### config.mk
export PLATFORM = sky130hd
export DESIGN_NAME = tfq_alarm
export DESIGN_NICKNAME = d
export VERILOG_FILES = /design/src/verilog/tfq_pkg.sv /design/src/verilog/tfq_fault_count.sv /design/src/verilog/tfq_alarm.sv
export SDC_FILE = /design/constraint.sdc
export NUM_CORES = 1
export LEC_CHECK = 0
export ABC_AREA = 1
export BUFFER_PORTS_ARGS = -buffer_cell sky130_fd_sc_hd__buf_2
export CAP_MARGIN = 20
export CORE_UTILIZATION = 40
export CTS_CLUSTER_DIAMETER = 40
export CTS_CLUSTER_SIZE = 8
export DETAILED_ROUTE_END_ITERATION = 6
export MAX_ROUTING_LAYER = met4
export PLACE_DENSITY = 0.72
export SLEW_MARGIN = 25
export SYNTH_ARGS = -nofsm -noshare
export SYNTH_HDL_FRONTEND = slang
export SYNTH_HIERARCHICAL = 1
export SYNTH_SLANG_ARGS = --single-unit
### constraint.sdc
create_clock -name hclk -period 4.7 [get_ports hclk]
set_input_delay 0.94 -clock hclk [delete_from_list [all_inputs] [get_ports hclk]]
set_output_delay 0.94 -clock hclk [all_outputs]
set_load 0.1 [all_outputs]
### src/verilog/tfq_pkg.sv
// Shared constants and types for the temperature alarm and fault queue block
package tfq_pkg;

  // Register indices; the byte address is four times the index
  localparam logic [2:0] IDX_TEMP = 3'h0;
  localparam logic [2:0] IDX_CFG = 3'h1;
  localparam logic [2:0] IDX_TLOW = 3'h2;
  localparam logic [2:0] IDX_THIGH = 3'h3;
  localparam logic [2:0] IDX_STAT = 3'h4;
  localparam int unsigned IDX_LSB = 2;
  localparam int unsigned IDX_MSB = 4;

  // Values after power-up or reset; general-call reset reloads only CFG_RESET
  localparam logic [15:0] TEMP_RESET = 16'h0000;
  localparam logic [15:0] CFG_RESET = 16'h0000;
  localparam logic [15:0] TLOW_RESET = 16'h4b00;
  localparam logic [15:0] THIGH_RESET = 16'h5000;
  localparam logic [15:0] CFG_WMASK = 16'h007f;

  // Configuration field positions (low byte of the configuration word)
  localparam int unsigned CFG_SD_POS = 0;
  localparam int unsigned CFG_MODE_POS = 1;
  localparam int unsigned CFG_POL_POS = 2;
  localparam int unsigned CFG_FQ_POS = 3;
  localparam int unsigned CFG_RES_POS = 5;

  // Status word field positions
  localparam int unsigned STAT_ALARM_POS = 0;
  localparam int unsigned STAT_CNT_POS = 1;
  localparam int unsigned STAT_NEXTHI_POS = 4;

  // Fault counter width and queue depths for codes 0..3
  localparam int unsigned CNT_W = 3;
  localparam logic [3:0][2:0] QUEUE_DEPTH = {3'h6, 3'h4, 3'h2, 3'h1};

  // Kept result bits for resolution codes 0..3 (9, 10, 11, 12 bits)
  localparam logic [3:0][15:0] RES_MASK = {16'hfff0, 16'hffe0, 16'hffc0, 16'hff80};

  // Alarm mode bit encoding
  localparam logic MODE_CMP = 1'b0;
  localparam logic MODE_INT = 1'b1;

  // Pin level while reset holds: inactive for the default active-low polarity
  localparam logic ALERT_PIN_RESET = 1'b1;

  // Configuration word, msb first
  typedef struct packed {
    logic [8:0] rsvd;
    logic [1:0] res;
    logic [1:0] fq;
    logic alarm_polarity_bit;
    logic mode;
    logic shutdown;
  } tfq_cfg_t;

  // One converted reading from the converter
  typedef struct packed {
    logic valid;
    logic [15:0] data;
  } tfq_conv_t;

endpackage

### src/verilog/tfq_fault_count.sv
// Consecutive fault counter with queue-depth compare
`timescale 1ns/1ps
module tfq_fault_count #(
  parameter int unsigned CW = 3
) (
  input wire logic hclk,
  input wire logic hresetn,
  input wire logic ce,
  input wire logic sample,
  input wire logic fault,
  input wire logic clear,
  input wire logic [CW-1:0] depth,
  output logic [CW-1:0] count,
  output logic valid
);

  logic [CW-1:0] count_q;
  logic [CW-1:0] count_d;
  logic at_top;

  // Saturate so a long run of faults never wraps back below the depth
  assign at_top = (count_q == {CW{1'b1}});
  assign count_d = at_top ? count_q : count_q + {{(CW-1){1'b0}}, 1'b1};

  // Valid fault is judged on the incremented count
  assign valid = sample & fault & (count_d >= depth);
  assign count = count_q;

  // Count faults, clear on any non-fault reading
  always_ff @(posedge hclk or negedge hresetn) begin
    if (!hresetn) begin
      count_q <= '0;
    end else if (ce) begin
      if (clear) begin
        count_q <= '0;
      end else if (sample && fault) begin
        count_q <= count_d;
      end else if (sample) begin
        count_q <= '0;
      end
    end
  end

  cnt_incr_a: assert property (@(posedge hclk) disable iff (!hresetn)
    ce && sample && fault && !clear && !at_top |=> count_q == $past(count_q) + 1'b1)
    else $error("fault counter did not step on a fault");

  cnt_clear_a: assert property (@(posedge hclk) disable iff (!hresetn)
    ce && sample && !fault |=> count_q == '0)
    else $error("fault counter not cleared by a clean reading");

endmodule

### src/verilog/tfq_alarm.sv
// Temperature result store, limit compare, fault queue and alarm pin with AHB-Lite registers
//
// The address map and register access over AHB-Lite were left to the implementer.
`timescale 1ns/1ps
module tfq_alarm (
  input wire logic hclk,
  input wire logic hresetn,
  input wire logic ce,
  input wire logic hsel,
  input wire logic [31:0] haddr,
  input wire logic [1:0] htrans,
  input wire logic hwrite,
  input wire logic [2:0] hsize,
  input wire logic [31:0] hwdata,
  input wire logic hready,
  output logic hreadyout,
  output logic hresp,
  output logic [31:0] hrdata,
  input wire tfq_pkg::tfq_conv_t conv,
  input wire logic gcall_reset,
  input wire logic ara_reply,
  output logic conv_run,
  output logic [1:0] conv_res,
  output logic alert_pin
);

  logic dp_q;
  logic dp_wr_q;
  logic dp_map_q;
  logic [2:0] dp_idx_q;
  logic wr_done;
  logic rd_done;
  tfq_pkg::tfq_cfg_t cfg_q;
  logic [15:0] temp_q;
  logic [15:0] tlow_q;
  logic [15:0] thigh_q;
  logic cmp_pend_q;
  logic alarm_q;
  logic next_hi_q;
  logic alert_pin_q;
  logic hi_fault;
  logic lo_fault;
  logic any_fault;
  logic valid_evt;
  logic sd_enter;
  logic int_clear;
  logic [tfq_pkg::CNT_W-1:0] fault_cnt;
  logic [2:0] depth;

  // Address phase capture; hsize is accepted as given, only whole words are expected
  always_ff @(posedge hclk or negedge hresetn) begin
    if (!hresetn) begin
      dp_q <= 1'b0;
      dp_wr_q <= 1'b0;
      dp_map_q <= 1'b0;
      dp_idx_q <= 3'h0;
    end else if (ce) begin
      dp_q <= hsel & htrans[1] & hready;
      dp_wr_q <= hwrite;
      dp_idx_q <= haddr[tfq_pkg::IDX_MSB:tfq_pkg::IDX_LSB];
      dp_map_q <= (haddr[31:5] == 27'h0) &&
                  (haddr[tfq_pkg::IDX_MSB:tfq_pkg::IDX_LSB] <= tfq_pkg::IDX_STAT);
    end
  end

  // A data phase completes only on an enabled edge, so a frozen block stalls the bus
  assign hreadyout = ~dp_q | ce;
  assign hresp = 1'b0;
  assign wr_done = ce & dp_q & dp_wr_q & dp_map_q;
  assign rd_done = ce & dp_q & ~dp_wr_q & dp_map_q;

  // Read mux over flip-flop held registers; unmapped reads return zero
  always_comb begin
    hrdata = 32'h0000_0000;
    if (dp_q && dp_map_q) begin
      case (dp_idx_q)
        tfq_pkg::IDX_TEMP: hrdata = {16'h0000, temp_q};
        tfq_pkg::IDX_CFG: hrdata = {16'h0000, cfg_q};
        tfq_pkg::IDX_TLOW: hrdata = {16'h0000, tlow_q};
        tfq_pkg::IDX_THIGH: hrdata = {16'h0000, thigh_q};
        tfq_pkg::IDX_STAT: begin
          hrdata[tfq_pkg::STAT_ALARM_POS] = alarm_q;
          hrdata[tfq_pkg::STAT_CNT_POS +: tfq_pkg::CNT_W] = fault_cnt;
          hrdata[tfq_pkg::STAT_NEXTHI_POS] = next_hi_q;
        end
        default: hrdata = 32'h0000_0000;
      endcase
    end
  end

  // Configuration; general-call reset returns it to defaults, comparator mode included
  always_ff @(posedge hclk or negedge hresetn) begin
    if (!hresetn) begin
      cfg_q <= tfq_pkg::CFG_RESET;
    end else if (ce) begin
      if (gcall_reset) begin
        cfg_q <= tfq_pkg::CFG_RESET;
      end else if (wr_done && dp_idx_q == tfq_pkg::IDX_CFG) begin
        cfg_q <= tfq_pkg::tfq_cfg_t'(hwdata[15:0] & tfq_pkg::CFG_WMASK);
      end
    end
  end

  // Limits keep their values across general-call reset; configuration, alarm state and fault counter revert
  always_ff @(posedge hclk or negedge hresetn) begin
    if (!hresetn) begin
      tlow_q <= tfq_pkg::TLOW_RESET;
      thigh_q <= tfq_pkg::THIGH_RESET;
    end else if (ce && wr_done) begin
      if (dp_idx_q == tfq_pkg::IDX_TLOW) begin
        tlow_q <= hwdata[15:0];
      end
      if (dp_idx_q == tfq_pkg::IDX_THIGH) begin
        thigh_q <= hwdata[15:0];
      end
    end
  end

  // Result store; the converter idles in shutdown, so no result lands then
  always_ff @(posedge hclk or negedge hresetn) begin
    if (!hresetn) begin
      temp_q <= tfq_pkg::TEMP_RESET;
      cmp_pend_q <= 1'b0;
    end else if (ce) begin
      cmp_pend_q <= conv.valid & ~cfg_q.shutdown;
      if (conv.valid && !cfg_q.shutdown) begin
        temp_q <= conv.data & tfq_pkg::RES_MASK[cfg_q.res];
      end
    end
  end

  assign conv_run = ~cfg_q.shutdown;
  assign conv_res = cfg_q.res;

  // Limit compare on the stored result; a wrongly ordered limit pair favours the high side
  assign hi_fault = $signed(temp_q) >= $signed(thigh_q);
  assign lo_fault = $signed(temp_q) <= $signed(tlow_q);
  assign any_fault = hi_fault | lo_fault;
  assign depth = tfq_pkg::QUEUE_DEPTH[cfg_q.fq];

  // Counter state survives shutdown; reset, general-call reset and a clean reading clear it
  tfq_fault_count #(
    .CW(tfq_pkg::CNT_W)
  ) u_count (
    .hclk(hclk),
    .hresetn(hresetn),
    .ce(ce),
    .sample(cmp_pend_q),
    .fault(any_fault),
    .clear(gcall_reset),
    .depth(depth),
    .count(fault_cnt),
    .valid(valid_evt)
  );

  // Interrupt-mode clear sources: any register read, alert reply, entering shutdown
  assign sd_enter = wr_done && dp_idx_q == tfq_pkg::IDX_CFG &&
                    hwdata[tfq_pkg::CFG_SD_POS] && !cfg_q.shutdown;
  assign int_clear = (cfg_q.mode == tfq_pkg::MODE_INT) & (rd_done | ara_reply | sd_enter);

  // Alarm state; a new event wins over a clear in the same cycle
  always_ff @(posedge hclk or negedge hresetn) begin
    if (!hresetn) begin
      alarm_q <= 1'b0;
      next_hi_q <= 1'b1;
    end else if (ce) begin
      if (gcall_reset) begin
        alarm_q <= 1'b0;
        next_hi_q <= 1'b1;
      end else if (valid_evt && cfg_q.mode == tfq_pkg::MODE_CMP) begin
        alarm_q <= hi_fault;
        next_hi_q <= ~hi_fault;
      end else if (valid_evt && hi_fault == next_hi_q) begin
        alarm_q <= 1'b1;
        next_hi_q <= ~next_hi_q;
      end else if (int_clear) begin
        alarm_q <= 1'b0;
      end
    end
  end

  // Pin follows alarm and polarity one edge later, from a flip-flop
  always_ff @(posedge hclk or negedge hresetn) begin
    if (!hresetn) begin
      alert_pin_q <= tfq_pkg::ALERT_PIN_RESET;
    end else if (ce) begin
      alert_pin_q <= cfg_q.alarm_polarity_bit ? alarm_q : ~alarm_q;
    end
  end

  assign alert_pin = alert_pin_q;

  temp_store_a: assert property (@(posedge hclk) disable iff (!hresetn)
    ce && conv.valid && !cfg_q.shutdown |=>
      temp_q == ($past(conv.data) & tfq_pkg::RES_MASK[$past(cfg_q.res)]))
    else $error("result not stored after conversion");

  gcall_default_a: assert property (@(posedge hclk) disable iff (!hresetn)
    ce && gcall_reset |=> cfg_q == tfq_pkg::CFG_RESET && !alarm_q && cfg_q.res == 2'h0)
    else $error("general-call reset left state behind");

  cmp_set_a: assert property (@(posedge hclk) disable iff (!hresetn)
    ce && !gcall_reset && valid_evt && hi_fault && cfg_q.mode == tfq_pkg::MODE_CMP |=> alarm_q)
    else $error("comparator high fault did not raise alarm");

  cmp_release_a: assert property (@(posedge hclk) disable iff (!hresetn)
    ce && !gcall_reset && valid_evt && !hi_fault && cfg_q.mode == tfq_pkg::MODE_CMP
      |=> !alarm_q)
    else $error("comparator low fault did not release alarm");

  cmp_hold_a: assert property (@(posedge hclk) disable iff (!hresetn)
    ce && !gcall_reset && !valid_evt && cfg_q.mode == tfq_pkg::MODE_CMP |=> $stable(alarm_q))
    else $error("comparator alarm changed without a valid fault");

  int_clear_a: assert property (@(posedge hclk) disable iff (!hresetn)
    ce && int_clear && !valid_evt |=> !alarm_q)
    else $error("interrupt alarm not cleared");

  int_order_a: assert property (@(posedge hclk) disable iff (!hresetn)
    ce && !alarm_q && valid_evt && cfg_q.mode == tfq_pkg::MODE_INT && hi_fault != next_hi_q
      |=> !alarm_q)
    else $error("interrupt event out of order raised alarm");

  pin_pol_a: assert property (@(posedge hclk) disable iff (!hresetn)
    ce |=> alert_pin == ($past(cfg_q.alarm_polarity_bit) ? $past(alarm_q) : !$past(alarm_q)))
    else $error("alarm pin polarity wrong");

  queue_depth_a: assert property (@(posedge hclk) disable iff (!hresetn)
    ce && cmp_pend_q && any_fault && fault_cnt != '1 && fault_cnt + 1'b1 < depth
      |-> !valid_evt)
    else $error("valid fault before queue depth");

  shut_keep_a: assert property (@(posedge hclk) disable iff (!hresetn)
    ce && sd_enter && !cmp_pend_q && !gcall_reset |=> $stable(fault_cnt))
    else $error("shutdown changed the fault counter");

  freeze_a: assert property (@(posedge hclk) disable iff (!hresetn)
    !ce |=> $stable(alarm_q) && $stable(cfg_q) && $stable(temp_q))
    else $error("state moved with clock enable low");

  // Store, configuration and alarm sequencing; a saturated counter must not trip these
  cmp_pend_a: assert property (@(posedge hclk) disable iff (!hresetn)
    ce && conv.valid && !cfg_q.shutdown |=> cmp_pend_q)
    else $error("stored result not compared");

  sd_store_a: assert property (@(posedge hclk) disable iff (!hresetn)
    ce && cfg_q.shutdown |=> $stable(temp_q))
    else $error("result changed during shutdown");

  cfg_write_a: assert property (@(posedge hclk) disable iff (!hresetn)
    ce && wr_done && dp_idx_q == tfq_pkg::IDX_CFG && !gcall_reset
      |=> cfg_q == ($past(hwdata[15:0]) & tfq_pkg::CFG_WMASK))
    else $error("configuration write not applied");

  gcall_clear_a: assert property (@(posedge hclk) disable iff (!hresetn)
    ce && gcall_reset |=> fault_cnt == '0 && next_hi_q)
    else $error("general-call reset left counter or order state");

  limit_keep_a: assert property (@(posedge hclk) disable iff (!hresetn)
    ce && gcall_reset && !wr_done |=> $stable(tlow_q) && $stable(thigh_q))
    else $error("general-call reset changed a limit");

  int_hold_a: assert property (@(posedge hclk) disable iff (!hresetn)
    ce && !gcall_reset && alarm_q && cfg_q.mode == tfq_pkg::MODE_INT && !int_clear
      |=> alarm_q)
    else $error("interrupt alarm dropped without a clear");

  int_raise_a: assert property (@(posedge hclk) disable iff (!hresetn)
    ce && valid_evt && !gcall_reset && cfg_q.mode == tfq_pkg::MODE_INT
      && hi_fault == next_hi_q |=> alarm_q)
    else $error("expected interrupt event did not raise alarm");

  next_flip_a: assert property (@(posedge hclk) disable iff (!hresetn)
    ce && valid_evt && !gcall_reset && (cfg_q.mode == tfq_pkg::MODE_CMP || hi_fault == next_hi_q)
      |=> next_hi_q == !$past(hi_fault))
    else $error("expected event side did not alternate");

  rd_keep_a: assert property (@(posedge hclk) disable iff (!hresetn)
    ce && rd_done && !valid_evt && !gcall_reset && cfg_q.mode == tfq_pkg::MODE_CMP
      |=> $stable(alarm_q))
    else $error("comparator alarm changed on a register read");

endmodule

==> results.py <==
metrics = {
    "setup_path": {
        "criticalPathCategory": "flop to output pin",
        "required_ps": 3760,
        "crit_chain": "nor3_4, inv_2, o22ai_1, a311oi_1, nor2_1, buf_2",
        "start_kind": "flop",
        "path_max_fanout": 10,
        "worst_path_max_delay_cell": "dfrtp_1",
        "startpoint": "dp_idx_q[2]$_DFFE_PN0P_",
        "crit_arrival_ps": 2460,
        "cp-end-kind": "output pin",
        "regToRegStartpoint": "temp_q[7]$_DFFE_PN0P_",
        "cpPeakStageDelay_ps": 550,
    },
    "sta": {
        "hold_viol": 0,
        "fin_crit_sh": 0.724,
        "setup_violations": 0,
        "drv_slew": 0,
        "fin_crit_ps": 3400,
        "max_slew_margin": 0.392,
        "tns_ps": 0,
        "rsz0062_at_grt": "no",
        "clock.fmax_mhz": 294,
        "worst_slew_pin_slew_ps": 912,
        "fin_skew_ps": 12.7,
    },
    "placed_design": {
        "dp_hpwl_mm": 7.70,
        "dpl-instance-area_mm2": 0.00453,
        "port_buffers": 88,
        "place.gp.congestion": 0.925,
    },
    "global_routing": {
        "antenna_found_initial": 0,
        "grt_overflow": 0,
        "grt_pass1_vias": 3705,
        "track_usage": 0.220,
        "grt_pass1_wl_mm": 17.1,
        "grt_max_degree": 39,
    },
    "logic_synthesis": {
        "netlist_instances": 525,
        "ys_seq_area_frac": 0.397,
        "synthFlopType": "dfrtp_1",
        "yosysTopAreaCell": "dfrtp_1",
        "syn_area_per_cell_um2": 7.73,
        "yosysWarnings": 6,
        "async_flop_share": 1.00,
        "synth_area_mm2": 0.00406,
        "synth_area_leaders": "dfrtp_1, nand2_1, ha_1",
        "synth.ff_latch_count": 64,
        "synth.distinct_cells": 41,
        "synth_top_area_share": 0.345,
        "synth_edf_count": 0,
    },
    "floorplanning": {
        "die_y_um": 103,
        "io_pins": 132,
        "die_x_um": 103,
        "start_util": 0.413,
        "core_region_area_mm2": 0.00982,
        "rows": 36,
        "die_area_mm2": 0.0105,
    },
    "cells_and_area": {
        "fin_nets": 733,
        "n_fill_cell": 1016,
        "final_cell_mix": "nand2_1, buf_2, inv_1",
        "num_antenna_cells": 0,
        "area_growth_pct": 17.0,
        "layout_commonest_cell": "nand2_1",
        "drive_gt1_frac": 0.214,
        "final_area_mm2": 0.00475,
    },
    "power_and_ir_drop": {
        "p_leak_nw": 2.44,
        "switching_share": 0.354,
        "pwr-share-clk": 0.330,
        "p_comb_frac": 0.272,
        "switchingPower_w": 0.000573,
        "p_per_area_mw_per_mm2": 341,
        "internal-power_w": 0.00105,
        "peakVddDrop_uv": 189,
        "seqPwrFrac": 0.398,
    },
    "route": {
        "drt_wl_total_mm": 10.4,
        "vias_per_cell": 4.94,
        "drtAntennaViolNets": 0,
        "drt-pass1-iter-count": 4,
        "vias": 3703,
        "drt_iter0_markers": 166,
        "wire_per_inst_um": 13.8,
        "drc": 0,
    },
    "clocking": {
        "cts_tree": "yes",
        "htreeDepth": 3,
        "cts_repair_resize_count": 0,
        "cts.path.max_buffers": 2,
        "cts_inserted_buffers": 9,
        "hold_buffers": 0,
        "cts_setup_buffers": 0,
        "cts.clk_slew.worst_paths_ps": 70,
        "clock_sinks": 64,
        "cts-root-buf": "clkbuf_8",
        "clk_latency_ps": 370,
    },
    "job": {
        "drv_cap": 0,
    },
    "hold_path": {
        "worstHoldPathType": "flop to flop",
        "holdCritStartpoint": "alert_pin$_DFFE_PN1P_",
    },
    "run_status": {
        "status": "finished clean",
    },
}
flip-flops by register name, indices dropped and copies added (netlist names), 2 cells and up:
name	count
cfg_q	5
conv_res	2
dp_idx_q	3
temp_q	12
thigh_q	16
tlow_q	16
u_count/count	3
metal layers:
layer / track usage / routed length (um) / vias to the layer above
li1: - / - / 1851
met1: 0.263 / 4590 / 1735
met2: 0.358 / 5070 / 110
met3: 0.0692 / 599 / 7
met4: 0.0615 / 104 / 0
met5: - / 0 / -
critical path, delay by kind of cell (launching register included):
family / cells / cell delay [ps]
AND/OR/NAND/NOR: 2 / 640
AO/OA/AOI/OAI: 2 / 250
flip-flops: 1 / 550
buffers and inverters: 2 / 660
power groups by stage:
stage          Combinational, W  Sequential [W]  Clock [W]
6_report               0.000440        0.000644   0.000535
5_1_grt                0.000500        0.000650   0.000569
4_1_cts                0.000440        0.000643   0.000543
3_5_place_dp           0.000438        0.000652          0
3_3_place_gp           0.000425        0.000651          0
2_1_floorplan          0.000333        0.000654          0
logic make-up after synthesis:
kind of cell | Yosys count | synth area share
AND/OR/NAND/NOR | 212 | 0.235
buffers and inverters | 125 | 0.138
AO/OA/AOI/OAI | 94 | 0.140
flip-flops | 64 | 0.397
adder cells (fa/ha/maj) | 28 | 0.0864
XOR/XNOR | 1 | 0.00216
other | 1 | 0.000924
layout make-up:
cell class	count	area [um2]	area share
multi-input cells	352	1950	0.411
inverters	95	357	0.0751
repair buffers	89	448	0.0944
flip-flops and latches	64	1610	0.340
well taps	133	166	0.0351
clock buffers	13	149	0.0314
clock inverters	3	65.1	0.0137
worst paths after layout:
check	endpoint	slack [ps]	cells after the start
worst max-delay path	hrdata[4]	1300	6
worst min-delay path	alert_pin$_DFFE_PN1P_	490	2
worst max register to register	alarm_q$_DFFE_PN0P_	2010	17
worst min register to register	alert_pin$_DFFE_PN1P_	490	2
max in group asynchronous	tlow_q[9]$_DFFE_PN1P_	3050	2
min in group asynchronous	dp_idx_q[2]$_DFFE_PN0P_	700	1
Yosys cell counts, types with 2 or more instances:
cell / instances
a21oi_1: 10
a221oi_1: 4
a22oi_1: 2
a31oi_1: 3
a32o_1: 2
buf_2: 2
buf_4: 21
clkbuf_1: 6
clkinv_1: 3
dfrtp_1: 56
dfstp_2: 8
ha_1: 28
inv_1: 87
inv_2: 5
nand2_1: 138
nand2_2: 4
nand3_1: 24
nand3b_1: 2
nand4_1: 7
nor2_1: 15
nor2_2: 2
nor3_1: 6
nor3_2: 2
nor3_4: 3
nor4_1: 7
o21ai_0: 51
o21ai_1: 2
o221ai_1: 9
o22ai_1: 4
stage by stage:
| step | setup WS, ps | power (W) | utilization | hold slack [ps] | cells |
|---|---|---|---|---|---|
| 2_1_floorplan | 1310 | 0.000987 | - | 453 | 541 |
| 5_1_grt | 1180 | 0.00172 | 0.483 | 508 | 749 |
| 3_5_place_dp | 1720 | 0.00109 | 0.461 | 478 | 733 |
| 6_report | 1300 | 0.00162 | 0.483 | 489 | 749 |
| 3_3_place_gp | 1730 | 0.00108 | 0.461 | 468 | 733 |
| 4_1_cts | 1330 | 0.00163 | 0.483 | 491 | 749 |
No activity file was read; power rests on OpenSTA's default activity.
